===== config.mk =====
export PLATFORM = sky130hd
export DESIGN_NAME = sbc_ctrl
export DESIGN_NICKNAME = d
export VERILOG_FILES = /design/src/hdl/sbc_pkg.sv /design/src/hdl/sbc_sync.sv /design/src/hdl/sbc_cond_gen.sv /design/src/hdl/sbc_ctrl.sv
export VERILOG_INCLUDE_DIRS = /design/src /design/src/hdl
export SDC_FILE = /design/constraint.sdc
export NUM_CORES = 1
export LEC_CHECK = 0
export BUFFER_PORTS_ARGS = -buffer_cell sky130_fd_sc_hd__buf_2
export CELL_PAD_IN_SITES_DETAIL_PLACEMENT = 1
export CELL_PAD_IN_SITES_GLOBAL_PLACEMENT = 2
export CORE_UTILIZATION = 33
export DETAILED_ROUTE_END_ITERATION = 8
export PLACE_DENSITY = 0.77
export SYNTH_ARGS = -nofsm -noshare
export SYNTH_HDL_FRONTEND = slang
export SYNTH_HIERARCHICAL = 1
export SYNTH_SLANG_ARGS = --single-unit
export TNS_END_PERCENT = 20

===== constraint.sdc =====
create_clock -name clock -period 2.1 [get_ports clock]
set_clock_uncertainty 0.2 [all_clocks]
set_input_delay 0.42 -clock clock [delete_from_list [all_inputs] [get_ports clock]]
set_output_delay 0.42 -clock clock [all_outputs]
set_load 0.01 [all_outputs]

===== src/hdl/sbc_consts.svh =====
// Constants of the serial bus control block: offsets, bit positions,
// reset values and timing counts.
// Assumes inclusion by bare name from every design file that needs them.
`ifndef SBC_CONSTS_SVH
`define SBC_CONSTS_SVH
`define SBC_ADDR_W      10
`define SBC_OFS_CTRL    10'h288
`define SBC_OFS_STAT    10'h28C
`define SBC_CTRL_RESET  8'h00
`define SBC_B_ON        7
`define SBC_B_GATE      6
`define SBC_B_MSEL      5
`define SBC_B_TSEL      4
`define SBC_B_ACKS      3
`define SBC_B_REPEAT_START_REQUEST      2
`define SBC_S_ICF       7
`define SBC_S_AAS       6
`define SBC_S_BUSY      5
`define SBC_S_AL        4
`define SBC_S_SRW       2
`define SBC_S_IIF       1
`define SBC_CLK_MHZ     25
`define SBC_T_COND_NS   160
`define SBC_T_COND_CYC  ((`SBC_T_COND_NS * `SBC_CLK_MHZ + 999) / 1000)
// Start check waits out the pin synchroniser lag as well
`define SBC_T_CHK_CYC   (`SBC_T_COND_CYC + 2)
`define SBC_FALL_FIRST  4'h1
`define SBC_FALL_BIT1   4'h2
`define SBC_FALL_ACK    4'h9
`define SBC_FALL_DONE   4'hA
`endif


===== src/hdl/sbc_pkg.sv =====
// Types of the serial bus control block: state encodings and the packed
// state records of each module.
// Assumes nothing beyond a SystemVerilog compiler.
package sbc_pkg;
   // Condition generator states, one-hot
   typedef enum logic [6:0] {
      GEN_IDLE    = 7'h01,
      GEN_ST_CHK  = 7'h02,
      GEN_ST_FALL = 7'h04,
      GEN_OWN     = 7'h08,
      GEN_SP_LOW  = 7'h10,
      GEN_SP_RISE = 7'h20,
      GEN_RS_REL  = 7'h40
   } sbc_gen_e;

   typedef struct packed {
      sbc_gen_e   st;      // Sequence state
      logic [7:0] tmr;     // Condition timer
      logic       scl_oe;  // Clock line pulled low
      logic       sda_oe;  // Data line pulled low
      logic       lost;    // Arbitration lost pulse
      logic       owned;   // Bus held as master
   } sbc_gen_s;

   typedef struct packed {
      logic s1;    // First stage, read only by s2
      logic s2;
      logic s3;
      logic filt;  // Accepted level
   } sbc_sync_s;

   typedef struct packed {
      logic       on;         // Controller enable
      logic       gate;       // Interrupt gate
      logic       msel;       // Master select
      logic       tsel;       // Transmit select
      logic       acks;       // Acknowledge suppress
      logic [7:0] rd_data;    // Read answer
      logic       irq;        // Interrupt request
      logic       busy;       // Bus occupied flag
      logic       irq_pending_flag;        // Interrupt pending flag
      logic       aas;        // Addressed as slave flag
      logic       al;         // Arbitration lost flag
      logic       slave_direction_flag;        // Slave direction flag
      logic       icf;        // Byte complete flag
      logic       synced;     // Start seen since enable or last STOP
      logic [3:0] cnt;        // Clock falls in current byte
      logic       scl_p;      // Previous filtered clock
      logic       sda_p;      // Previous filtered data
      logic       ack_low;    // Acknowledge drive request
      logic       cmd_start;  // Generator commands
      logic       cmd_stop;
      logic       cmd_rstart;
      logic       pin_lo;     // Open-drain low level
   } sbc_top_s;
endpackage


===== src/hdl/sbc_sync.sv =====
// Three-stage input synchroniser with agreement filter for one pin.
// Assumes the pin is asynchronous to clock and idles high.
`timescale 1ns/10ps
`default_nettype none
module sbc_sync (
   input  wire logic clock,  // System clock
   input  wire logic rst,    // Asynchronous reset
   input  wire logic pin,    // Raw pin level
   output logic      level   // Filtered level
);
   sbc_pkg::sbc_sync_s q;  // Registered state
   sbc_pkg::sbc_sync_s d;  // Next state

   // Shift in; accept a change only once stages two and three agree
   always_comb begin
      d      = q;
      d.s1   = pin;
      d.s2   = q.s1;
      d.s3   = q.s2;
      d.filt = (q.s2 == q.s3) ? q.s3 : q.filt;
   end

   // Idle-high reset keeps the bus monitor from seeing false edges
   always_ff @(posedge clock or posedge rst) begin
      if (rst) begin
         q <= 4'hF;
      end else begin
         q <= d;
      end
   end

   assign level = q.filt;
endmodule
`default_nettype wire


===== src/hdl/sbc_cond_gen.sv =====
// Bus condition generator: START, STOP and repeated START waveforms,
// plus the acknowledge pull-down, on open-drain clock and data lines.
// Assumes filtered pin levels on the same clock and pulse commands.
`include "sbc_consts.svh"
`timescale 1ns/10ps
`default_nettype none
module sbc_cond_gen (
   input  wire logic clock,       // System clock
   input  wire logic rst,         // Asynchronous reset
   input  wire logic clear,       // Soft reset while disabled
   input  wire logic cmd_start,   // Issue START
   input  wire logic cmd_stop,    // Issue STOP
   input  wire logic cmd_rstart,  // Issue repeated START
   input  wire logic ack_low,     // Pull data low for acknowledge
   input  wire logic scl_f,       // Filtered clock line
   input  wire logic sda_f,       // Filtered data line
   output logic      scl_oe,      // Clock line pulled low
   output logic      sda_oe,      // Data line pulled low
   output logic      lost,        // Arbitration lost, one cycle
   output logic      owned        // Bus held as master
);
   localparam sbc_pkg::sbc_gen_s RST_VAL = '{st: sbc_pkg::GEN_IDLE, default: '0};

   sbc_pkg::sbc_gen_s q;  // Registered state
   sbc_pkg::sbc_gen_s d;  // Next state
   logic              done;     // Condition time elapsed
   logic              chk_due;  // Line check time reached

   // Sequence the lines; each timed step holds for the condition time, the start check for two cycles more
   always_comb begin
      d      = q;
      d.lost = 1'b0;
      d.tmr  = q.tmr + 8'h01;
      done   = (q.tmr == 8'(`SBC_T_COND_CYC - 1));
      chk_due = (q.tmr == 8'(`SBC_T_CHK_CYC - 1));
      case (q.st)
         sbc_pkg::GEN_IDLE: begin
            d.tmr    = 8'h00;
            d.scl_oe = 1'b0;
            d.sda_oe = ack_low;
            if (cmd_start) begin
               d.st     = sbc_pkg::GEN_ST_CHK;
               d.sda_oe = 1'b0;
            end
         end
         sbc_pkg::GEN_ST_CHK: begin
            // Checked past the sync lag: a just-released clock would fake a collision
            if (chk_due) begin
               d.tmr = 8'h00;
               if (!scl_f || !sda_f) begin
                  d.lost = 1'b1;
                  d.st   = sbc_pkg::GEN_IDLE;
               end else begin
                  d.sda_oe = 1'b1;
                  d.st     = sbc_pkg::GEN_ST_FALL;
               end
            end
         end
         sbc_pkg::GEN_ST_FALL: begin
            if (done) begin
               d.tmr    = 8'h00;
               d.scl_oe = 1'b1;
               d.st     = sbc_pkg::GEN_OWN;
            end
         end
         sbc_pkg::GEN_OWN: begin
            // Clock held low until a STOP or repeated START command moves on
            d.tmr = 8'h00;
            if (cmd_stop) begin
               d.sda_oe = 1'b1;
               d.st     = sbc_pkg::GEN_SP_LOW;
            end else if (cmd_rstart) begin
               d.sda_oe = 1'b0;
               d.st     = sbc_pkg::GEN_RS_REL;
            end
         end
         sbc_pkg::GEN_SP_LOW: begin
            if (done) begin
               d.tmr    = 8'h00;
               d.scl_oe = 1'b0;
               d.st     = sbc_pkg::GEN_SP_RISE;
            end
         end
         sbc_pkg::GEN_SP_RISE: begin
            if (done) begin
               d.tmr    = 8'h00;
               d.sda_oe = 1'b0;
               d.st     = sbc_pkg::GEN_IDLE;
            end
         end
         sbc_pkg::GEN_RS_REL: begin
            if (done) begin
               d.tmr    = 8'h00;
               d.scl_oe = 1'b0;
               d.st     = sbc_pkg::GEN_ST_CHK;
            end
         end
         default: begin
            d = RST_VAL;
         end
      endcase
      d.owned = (d.st == sbc_pkg::GEN_OWN);
      if (clear) begin
         d = RST_VAL;
      end
   end

   // State register
   always_ff @(posedge clock or posedge rst) begin
      if (rst) begin
         q <= RST_VAL;
      end else begin
         q <= d;
      end
   end

   assign scl_oe = q.scl_oe;
   assign sda_oe = q.sda_oe;
   assign lost   = q.lost;
   assign owned  = q.owned;
endmodule
`default_nettype wire


===== src/hdl/sbc_ctrl.sv =====
// Serial bus control block: control and status registers, bus monitor,
// byte clock counting, interrupt gating and mode-change commands.
// Assumes a same-clock register port, an address matcher on the same
// clock, and open-drain clock and data pins with external pull-ups.
//
// Function
// Enable bit zero holds controller in reset
// Slave waits for next START after enable
// Master unaware of busy bus; collision loses; code also loses a START written while busy is set
// Registers stay accessible while disabled
// Other control fields inert while disabled
// Interrupt needs gate and pending flag both
// Clearing gate masks but keeps pending flag
// Arbitration loss clears master select, no STOP
// Master select one-to-zero issues STOP
// Master select zero-to-one issues START
// Transmit select sets transfer direction
// Software picks direction from slave flag
// Receiver acknowledges on ninth clock unless suppressed
// Repeat start bit always reads zero
// Repeat start write issues repeated START
// Repeat start without bus ownership loses
// Software writes zero to reserved bits
// Control write clears addressed-as-slave flag
// Pending flag set on byte, match, loss; code sets it on a match only for write direction
// Busy set on START, cleared on STOP
// Reset clears every control field
`include "sbc_consts.svh"
`timescale 1ns/10ps
`default_nettype none
module sbc_ctrl (
   input  wire logic                   clock,    // System clock, 25 MHz
   input  wire logic                   rst,      // Asynchronous reset
   input  wire logic [`SBC_ADDR_W-1:0] addr,     // Register byte address
   input  wire logic [7:0]             wr_data,  // Write data
   input  wire logic                   wr_en,    // Write strobe
   input  wire logic                   rd_en,    // Read strobe
   output logic      [7:0]             rd_data,  // Read data, next cycle
   input  wire logic                   addr_hit, // Own address matched
   input  wire logic                   addr_rw,  // Direction bit of match
   input  wire logic                   scl_in,   // Clock line level
   output logic                        scl_out,  // Clock drive level
   output logic                        scl_oe,   // Clock line pulled low
   input  wire logic                   sda_in,   // Data line level
   output logic                        sda_out,  // Data drive level
   output logic                        sda_oe,   // Data line pulled low
   output logic                        irq       // Interrupt request
);
   sbc_pkg::sbc_top_s q;  // Registered state
   sbc_pkg::sbc_top_s d;  // Next state

   logic scl_f;      // Filtered clock line
   logic sda_f;      // Filtered data line
   logic gen_lost;   // Generator lost arbitration
   logic gen_owned;  // Generator holds the bus
   logic start_det;  // START seen on the bus
   logic stop_det;   // STOP seen on the bus
   logic scl_fall;   // Clock falling edge
   logic part;       // This controller takes part in the byte
   logic act;        // Write lands on an enabled controller
   logic [3:0] nxt;  // Next clock fall count

   // Pin synchronisers
   sbc_sync u_scl_sync (
      .clock (clock),
      .rst   (rst),
      .pin   (scl_in),
      .level (scl_f)
   );

   sbc_sync u_sda_sync (
      .clock (clock),
      .rst   (rst),
      .pin   (sda_in),
      .level (sda_f)
   );

   // Condition generator, cleared while disabled
   sbc_cond_gen u_gen (
      .clock      (clock),
      .rst        (rst),
      .clear      (~q.on),
      .cmd_start  (q.cmd_start),
      .cmd_stop   (q.cmd_stop),
      .cmd_rstart (q.cmd_rstart),
      .ack_low    (q.ack_low),
      .scl_f      (scl_f),
      .sda_f      (sda_f),
      .scl_oe     (scl_oe),
      .sda_oe     (sda_oe),
      .lost       (gen_lost),
      .owned      (gen_owned)
   );

   // Register access, bus monitor and flag updates
   always_comb begin
      d            = q;
      d.rd_data    = 8'h00;
      d.cmd_start  = 1'b0;
      d.cmd_stop   = 1'b0;
      d.cmd_rstart = 1'b0;
      d.pin_lo     = 1'b0;
      d.scl_p      = scl_f;
      d.sda_p      = sda_f;
      start_det    = q.scl_p & scl_f & q.sda_p & ~sda_f;
      stop_det     = q.scl_p & scl_f & ~q.sda_p & sda_f;
      scl_fall     = q.scl_p & ~scl_f;
      part         = q.msel | q.aas;
      act          = q.on & wr_data[`SBC_B_ON];
      nxt          = q.cnt + 4'h1;

      // Writes come first so that hardware sets below win over clears
      if (wr_en && (addr == `SBC_OFS_CTRL)) begin
         // Stored even while disabled, reserved bits dropped
         d.on   = wr_data[`SBC_B_ON];
         d.gate = wr_data[`SBC_B_GATE];
         d.msel = wr_data[`SBC_B_MSEL];
         d.tsel = wr_data[`SBC_B_TSEL];
         d.acks = wr_data[`SBC_B_ACKS];
         d.aas  = 1'b0;
         // Mode changes act only on an enabled controller
         if (act && !q.msel && wr_data[`SBC_B_MSEL]) begin
            if (q.busy) begin
               // Start attempted on a busy bus
               d.al   = 1'b1;
               d.irq_pending_flag  = 1'b1;
               d.msel = 1'b0;
            end else begin
               d.cmd_start = 1'b1;
            end
         end
         if (act && q.msel && !wr_data[`SBC_B_MSEL] && gen_owned) begin
            d.cmd_stop = 1'b1;
         end
         if (act && wr_data[`SBC_B_REPEAT_START_REQUEST]) begin
            if (gen_owned && wr_data[`SBC_B_MSEL]) begin
               d.cmd_rstart = 1'b1;
            end else begin
               d.al  = 1'b1;
               d.irq_pending_flag = 1'b1;
            end
         end
      end

      // Status write: zero clears pending and lost flags
      if (wr_en && (addr == `SBC_OFS_STAT)) begin
         if (!wr_data[`SBC_S_IIF]) begin
            d.irq_pending_flag = 1'b0;
         end
         if (!wr_data[`SBC_S_AL]) begin
            d.al = 1'b0;
         end
      end

      // Bus monitor
      if (start_det) begin
         d.busy    = 1'b1;
         d.synced  = 1'b1;
         d.cnt     = 4'h0;
         d.ack_low = 1'b0;
      end else if (stop_det) begin
         d.busy    = 1'b0;
         d.synced  = 1'b0;
         d.ack_low = 1'b0;
      end else if (scl_fall && q.synced) begin
         // Bytes joined mid-way are never counted
         d.cnt = nxt;
         if (nxt == `SBC_FALL_BIT1) begin
            d.icf = 1'b0;
         end
         if (nxt == `SBC_FALL_ACK) begin
            d.ack_low = part & ~q.tsel & ~q.acks;
         end
         if (nxt == `SBC_FALL_DONE) begin
            d.cnt     = `SBC_FALL_FIRST;
            d.ack_low = 1'b0;
            if (part) begin
               d.icf = 1'b1;
               d.irq_pending_flag = 1'b1;
            end
         end
      end

      // Own address matched by the address comparator
      if (addr_hit && q.synced) begin
         d.aas = 1'b1;
         d.slave_direction_flag = addr_rw;
         if (!addr_rw) begin
            d.irq_pending_flag = 1'b1;
         end
      end

      // Lost arbitration: leave master mode silently
      if (gen_lost) begin
         d.al   = 1'b1;
         d.irq_pending_flag  = 1'b1;
         d.msel = 1'b0;
      end

      // Read answer, one cycle after the strobe
      if (rd_en) begin
         case (addr)
            `SBC_OFS_CTRL: begin
               d.rd_data = {q.on, q.gate, q.msel, q.tsel, q.acks, 3'h0};
            end
            `SBC_OFS_STAT: begin
               d.rd_data = {q.icf, q.aas, q.busy, q.al, 1'b0, q.slave_direction_flag, q.irq_pending_flag, 1'b0};
            end
            default: begin
               d.rd_data = 8'h00;
            end
         endcase
      end

      // Disabled: hold the serial side in reset
      if (!q.on) begin
         d.busy       = 1'b0;
         d.irq_pending_flag        = 1'b0;
         d.aas        = 1'b0;
         d.al         = 1'b0;
         d.slave_direction_flag        = 1'b0;
         d.icf        = 1'b0;
         d.synced     = 1'b0;
         d.cnt        = 4'h0;
         d.ack_low    = 1'b0;
         d.cmd_start  = 1'b0;
         d.cmd_stop   = 1'b0;
         d.cmd_rstart = 1'b0;
      end

      // Gated request; pending flag itself is untouched by the gate
      d.irq = d.on & d.gate & d.irq_pending_flag;
   end

   // State register; every field clears on reset
   always_ff @(posedge clock or posedge rst) begin
      if (rst) begin
         q <= '0;
      end else begin
         q <= d;
      end
   end

   assign rd_data = q.rd_data;
   assign irq     = q.irq;
   assign scl_out = q.pin_lo;
   assign sda_out = q.pin_lo;
endmodule
`default_nettype wire


==> flow_summary.rst <==
.. list-table::
   :header-rows: 1

   * - Metric
     - Value
   * - Required time worst endpoint
     - 2.14 ns
   * - Setup tns final
     - 0 ns
   * - Proportion of synthesized flip-flops having asynchronous set or reset
     - 100.0%
   * - Post-placement cell area
     - 3468 um^2
   * - WP data arrival
     - 2.11 ns
   * - Kind of end point of the critical path
     - flip-flop
   * - Leading cell types by total area after synthesis
     - sky130_fd_sc_hd__dfrtp_1 (39%), sky130_fd_sc_hd__dfstp_2 (7.8%), sky130_fd_sc_hd__nor2_1 (3.9%)
   * - Cell type with the largest total area after synthesis
     - sky130_fd_sc_hd__dfrtp_1
   * - Highest fanout seen on the critical path
     - 4
   * - Clock-pin slew reported for the worst setup and hold paths after clock tree synthesis
     - approximately 0.11 ns
   * - Maximum number of pins on one net before global-route repair
     - 30
   * - Buffer type at the clock tree root
     - sky130_fd_sc_hd__clkbuf_8
   * - Power density of the placed cells
     - between 600 and 700 nW/um^2
   * - Die W
     - 98.13 um
   * - Filler Cells Inserted
     - 1039
   * - Proportion of layout cells with a drive suffix above 1
     - between 30% and 40%
   * - Final global-route overflow total
     - 0
   * - Min-Delay Path Class
     - in2reg
   * - Mean instance size in the synthesized netlist
     - 10.06 um^2
   * - Final #Nets
     - 394
   * - Area of the mapped netlist
     - 3049 um^2
   * - Clock tree from TritonCTS
     - done
   * - Yosys warnings
     - 6
   * - Buffer depth of the longest clock path
     - 2
   * - Global-route usage over all layers
     - 17.02%
   * - GP Congestion
     - approximately 0.77
   * - Top FF cell, synth
     - sky130_fd_sc_hd__dfrtp_1
   * - Num CTS Buffers
     - 5
   * - Largest incremental delay on the critical path
     - 0.54 ns
   * - P&R area growth vs syn
     - 21.13%
   * - Number of optimization iterations in the first detailed-route pass
     - 7
   * - List of most frequent post-synthesis cells
     - sky130_fd_sc_hd__dfrtp_1 (47), sky130_fd_sc_hd__nor2_1 (32), sky130_fd_sc_hd__nand2_1 (23)
   * - Synth Register Bits
     - 56
   * - Post-synth EDFFs
     - 0
   * - Sequential cell area fraction in the yosys report
     - between 40 and 50%
   * - Height of the chip
     - 98.13 um
   * - Max Clock Freq
     - about 0.48 GHz
   * - H-tree lvl count
     - 2
   * - Die ar.
     - 9629 um^2
   * - Via-per-instance ratio
     - 5.280
   * - First DRT Iteration DRCs
     - 73
   * - Diodes inserted
     - 0
   * - Number of library cell types mapped by synthesis
     - a little over 70
   * - Setup CP Type
     - in2reg
   * - Most frequent cell after synthesis
     - sky130_fd_sc_hd__dfrtp_1
   * - Clk_lat worst skew
     - 0.32 ns
   * - Remaining routing DRC violations
     - 8
   * - Final Hold Vio Count
     - 0
   * - Quantity of I/O buffers inserted on ports
     - 34
   * - Via count
     - 2492
   * - Synth Instances
     - 303
   * - Vias in the first global route
     - 2650
   * - Critical Path Source Type
     - primary input
   * - Slowest CP cell
     - sky130_fd_sc_hd__or4b_4
   * - Number of cells after detailed placement
     - roughly 460
   * - Time the worst path needs with I/O delays and setup
     - 2.070 ns
   * - Clock sink count
     - 56
   * - Max Cap Violations
     - 0
   * - Status
     - complete, but fails checks
   * - Global-route wire length before repair
     - about 13000 um
   * - Fraction of post-synthesis cell area in the top cell type by area
     - 38.57%
   * - Detailed-route wire length per cell
     - 16.26 um
   * - Violated checks
     - design-rule violations
   * - Post-route standard cell area excluding fillers
     - ~3700 um^2
   * - Final number of setup-violating endpoints
     - 0
   * - Number of pins with negative max-slew slack in the final report
     - 0
   * - Final period utilization
     - between 90% and 100%
   * - Starting Density
     - 34.46%
   * - Cell Rows
     - 34
   * - Cells along the critical path
     - buf_2 -> or4b_4 -> or4_4 -> a211o_1 -> a221oi_2
   * - Area of the core
     - 8848 um^2
   * - Total leakage power
     - 1.654 nW
   * - Final cell count without fillers
     - approximately 470
   * - Worst hold margin
     - 0.09960 ns
   * - Detail Placement HPWL
     - 5802 um
   * - Peak supply drop
     - between 0.0003 and 0.0004 V
   * - Final wirelength
     - ~7700 um
   * - Number of nets with antenna violations after detailed routing
     - 0
   * - RSZ-0062 raised after global routing
     - yes
   * - Number of antenna violations at the first check in global routing
     - 0
   * - I/O Pins
     - 39
sequential cells by signal, summed over array words and instances (netlist names):
register / cells
u_gen/lost: 1
u_gen/owned: 1
u_sda_sync/d: 2
u_scl_sync/level: 1
u_scl_sync/d: 2
rd_data: 7
u_scl_sync/q: 1
u_gen/sda_oe: 1
u_gen/scl_oe: 1
u_gen/q: 15
q: 21
u_sda_sync/level: 1
u_sda_sync/q: 1
irq: 1
logic make-up after synthesis:
family          Yosys count  share of synthesized area [%]
compound gates           56                          14.32
buf+inv                  35                          6.237
flops                    56                          46.33
other cells               1                         0.1230
xor+xnor                 12                          3.447
fa+ha+maj                 7                          2.790
mux                       6                          2.052
simple gates            130                          24.70
worst max-delay path: cells and delay by family:
kind                   cells  cell delay [ns]
and+or+nand+nor            2             1.00
buffers and inverters      1             0.10
AOI/OAI and AO/OA          2             0.59
cells in the final DEF (no fill, tap or decap), types with 3 or more instances in the layout:
master,instances
sky130_fd_sc_hd__a21oi_1,12
sky130_fd_sc_hd__a31oi_1,4
sky130_fd_sc_hd__and3_1,4
sky130_fd_sc_hd__buf_2,34
sky130_fd_sc_hd__buf_4,34
sky130_fd_sc_hd__clkbuf_8,5
sky130_fd_sc_hd__conb_1,3
sky130_fd_sc_hd__dfrtp_1,45
sky130_fd_sc_hd__dfstp_2,9
sky130_fd_sc_hd__dlygate4sd3_1,3
sky130_fd_sc_hd__ha_1,4
sky130_fd_sc_hd__inv_1,14
sky130_fd_sc_hd__mux2i_1,4
sky130_fd_sc_hd__nand2_1,23
sky130_fd_sc_hd__nand2b_1,4
sky130_fd_sc_hd__nand3_1,15
sky130_fd_sc_hd__nand4_1,3
sky130_fd_sc_hd__nand4b_1,3
sky130_fd_sc_hd__nor2_1,30
sky130_fd_sc_hd__nor2b_1,3
sky130_fd_sc_hd__nor3_1,11
sky130_fd_sc_hd__nor3b_1,3
sky130_fd_sc_hd__o211ai_1,3
sky130_fd_sc_hd__o21ai_0,8
sky130_fd_sc_hd__xnor2_1,6
sky130_fd_sc_hd__xor2_1,5
report_power, final:
part           internal (mW)  total, mW  switching (mW)
Sequential              1.16       1.25          0.0867
Clock                  0.360      0.750           0.390
Combinational          0.175      0.385           0.210
Total                   1.70       2.38           0.687
through the flow:
stage | util [%] | setup slack (ns) | total power [mW]
finish | 41.74 | 0.03024 | 2.382
global route | 41.74 | -0.02566 | 2.514
CTS | 40.94 | -0.03781 | 2.399
detailed placement | 39.20 | -0.3786 | 1.650
global placement | 39.20 | -0.3516 | 1.634
floorplan | - | -0.2168 | 1.513
metal layers:
metal  track usage (%)  vias up  share of wire (%)
li1                  -     1194                  -
met1             22.30     1243                 46
met2             29.36       51                 49
met3             2.505        4                4.0
met4             4.429        0               0.73
met5                 0        -                  0
area by class of cell:
cell class	count	area (um^2)	area share [%]
Timing Repair Buffer	71	455.4	12.33
Multi-Input combinational cell	214	1516	41.06
Clock inverter	3	46.29	1.253
Tap cell	108	135.1	3.659
Inverter	15	56.30	1.524
Sequential cell	56	1415	38.31
Clock buffer	5	68.82	1.863
path summary, 6_finish.rpt:
| check | endpoint | cells after the start | from | slack (ns) |
|---|---|---|---|---|
| hold / removal | q[2] | 2 | wr_data[5] | 0.1 |
| hold reg to reg | u_scl_sync/d[1] | 0 | u_scl_sync/d[2] | 0.16 |
| max in group asynchronous | q[12] | 4 | rst | 0.89 |
| setup / recovery | irq | 5 | addr[0] | 0.03 |
| setup reg to reg | u_gen/q[17] | 6 | u_gen/q[16] | 0.04 |
| min in group asynchronous | u_gen/q[5] | 4 | rst | 0.49 |
timing repair:
action                                  4_1_cts  5_1_grt
endpoints found under the setup margin       12       18
resized for setup                             3       15
pin swaps                                     2        9
hold buffers                                  3        0
setup buffers                                 0        3
hold endpoints to repair                     24        0
No activity file was read; power rests on OpenSTA's default activity.
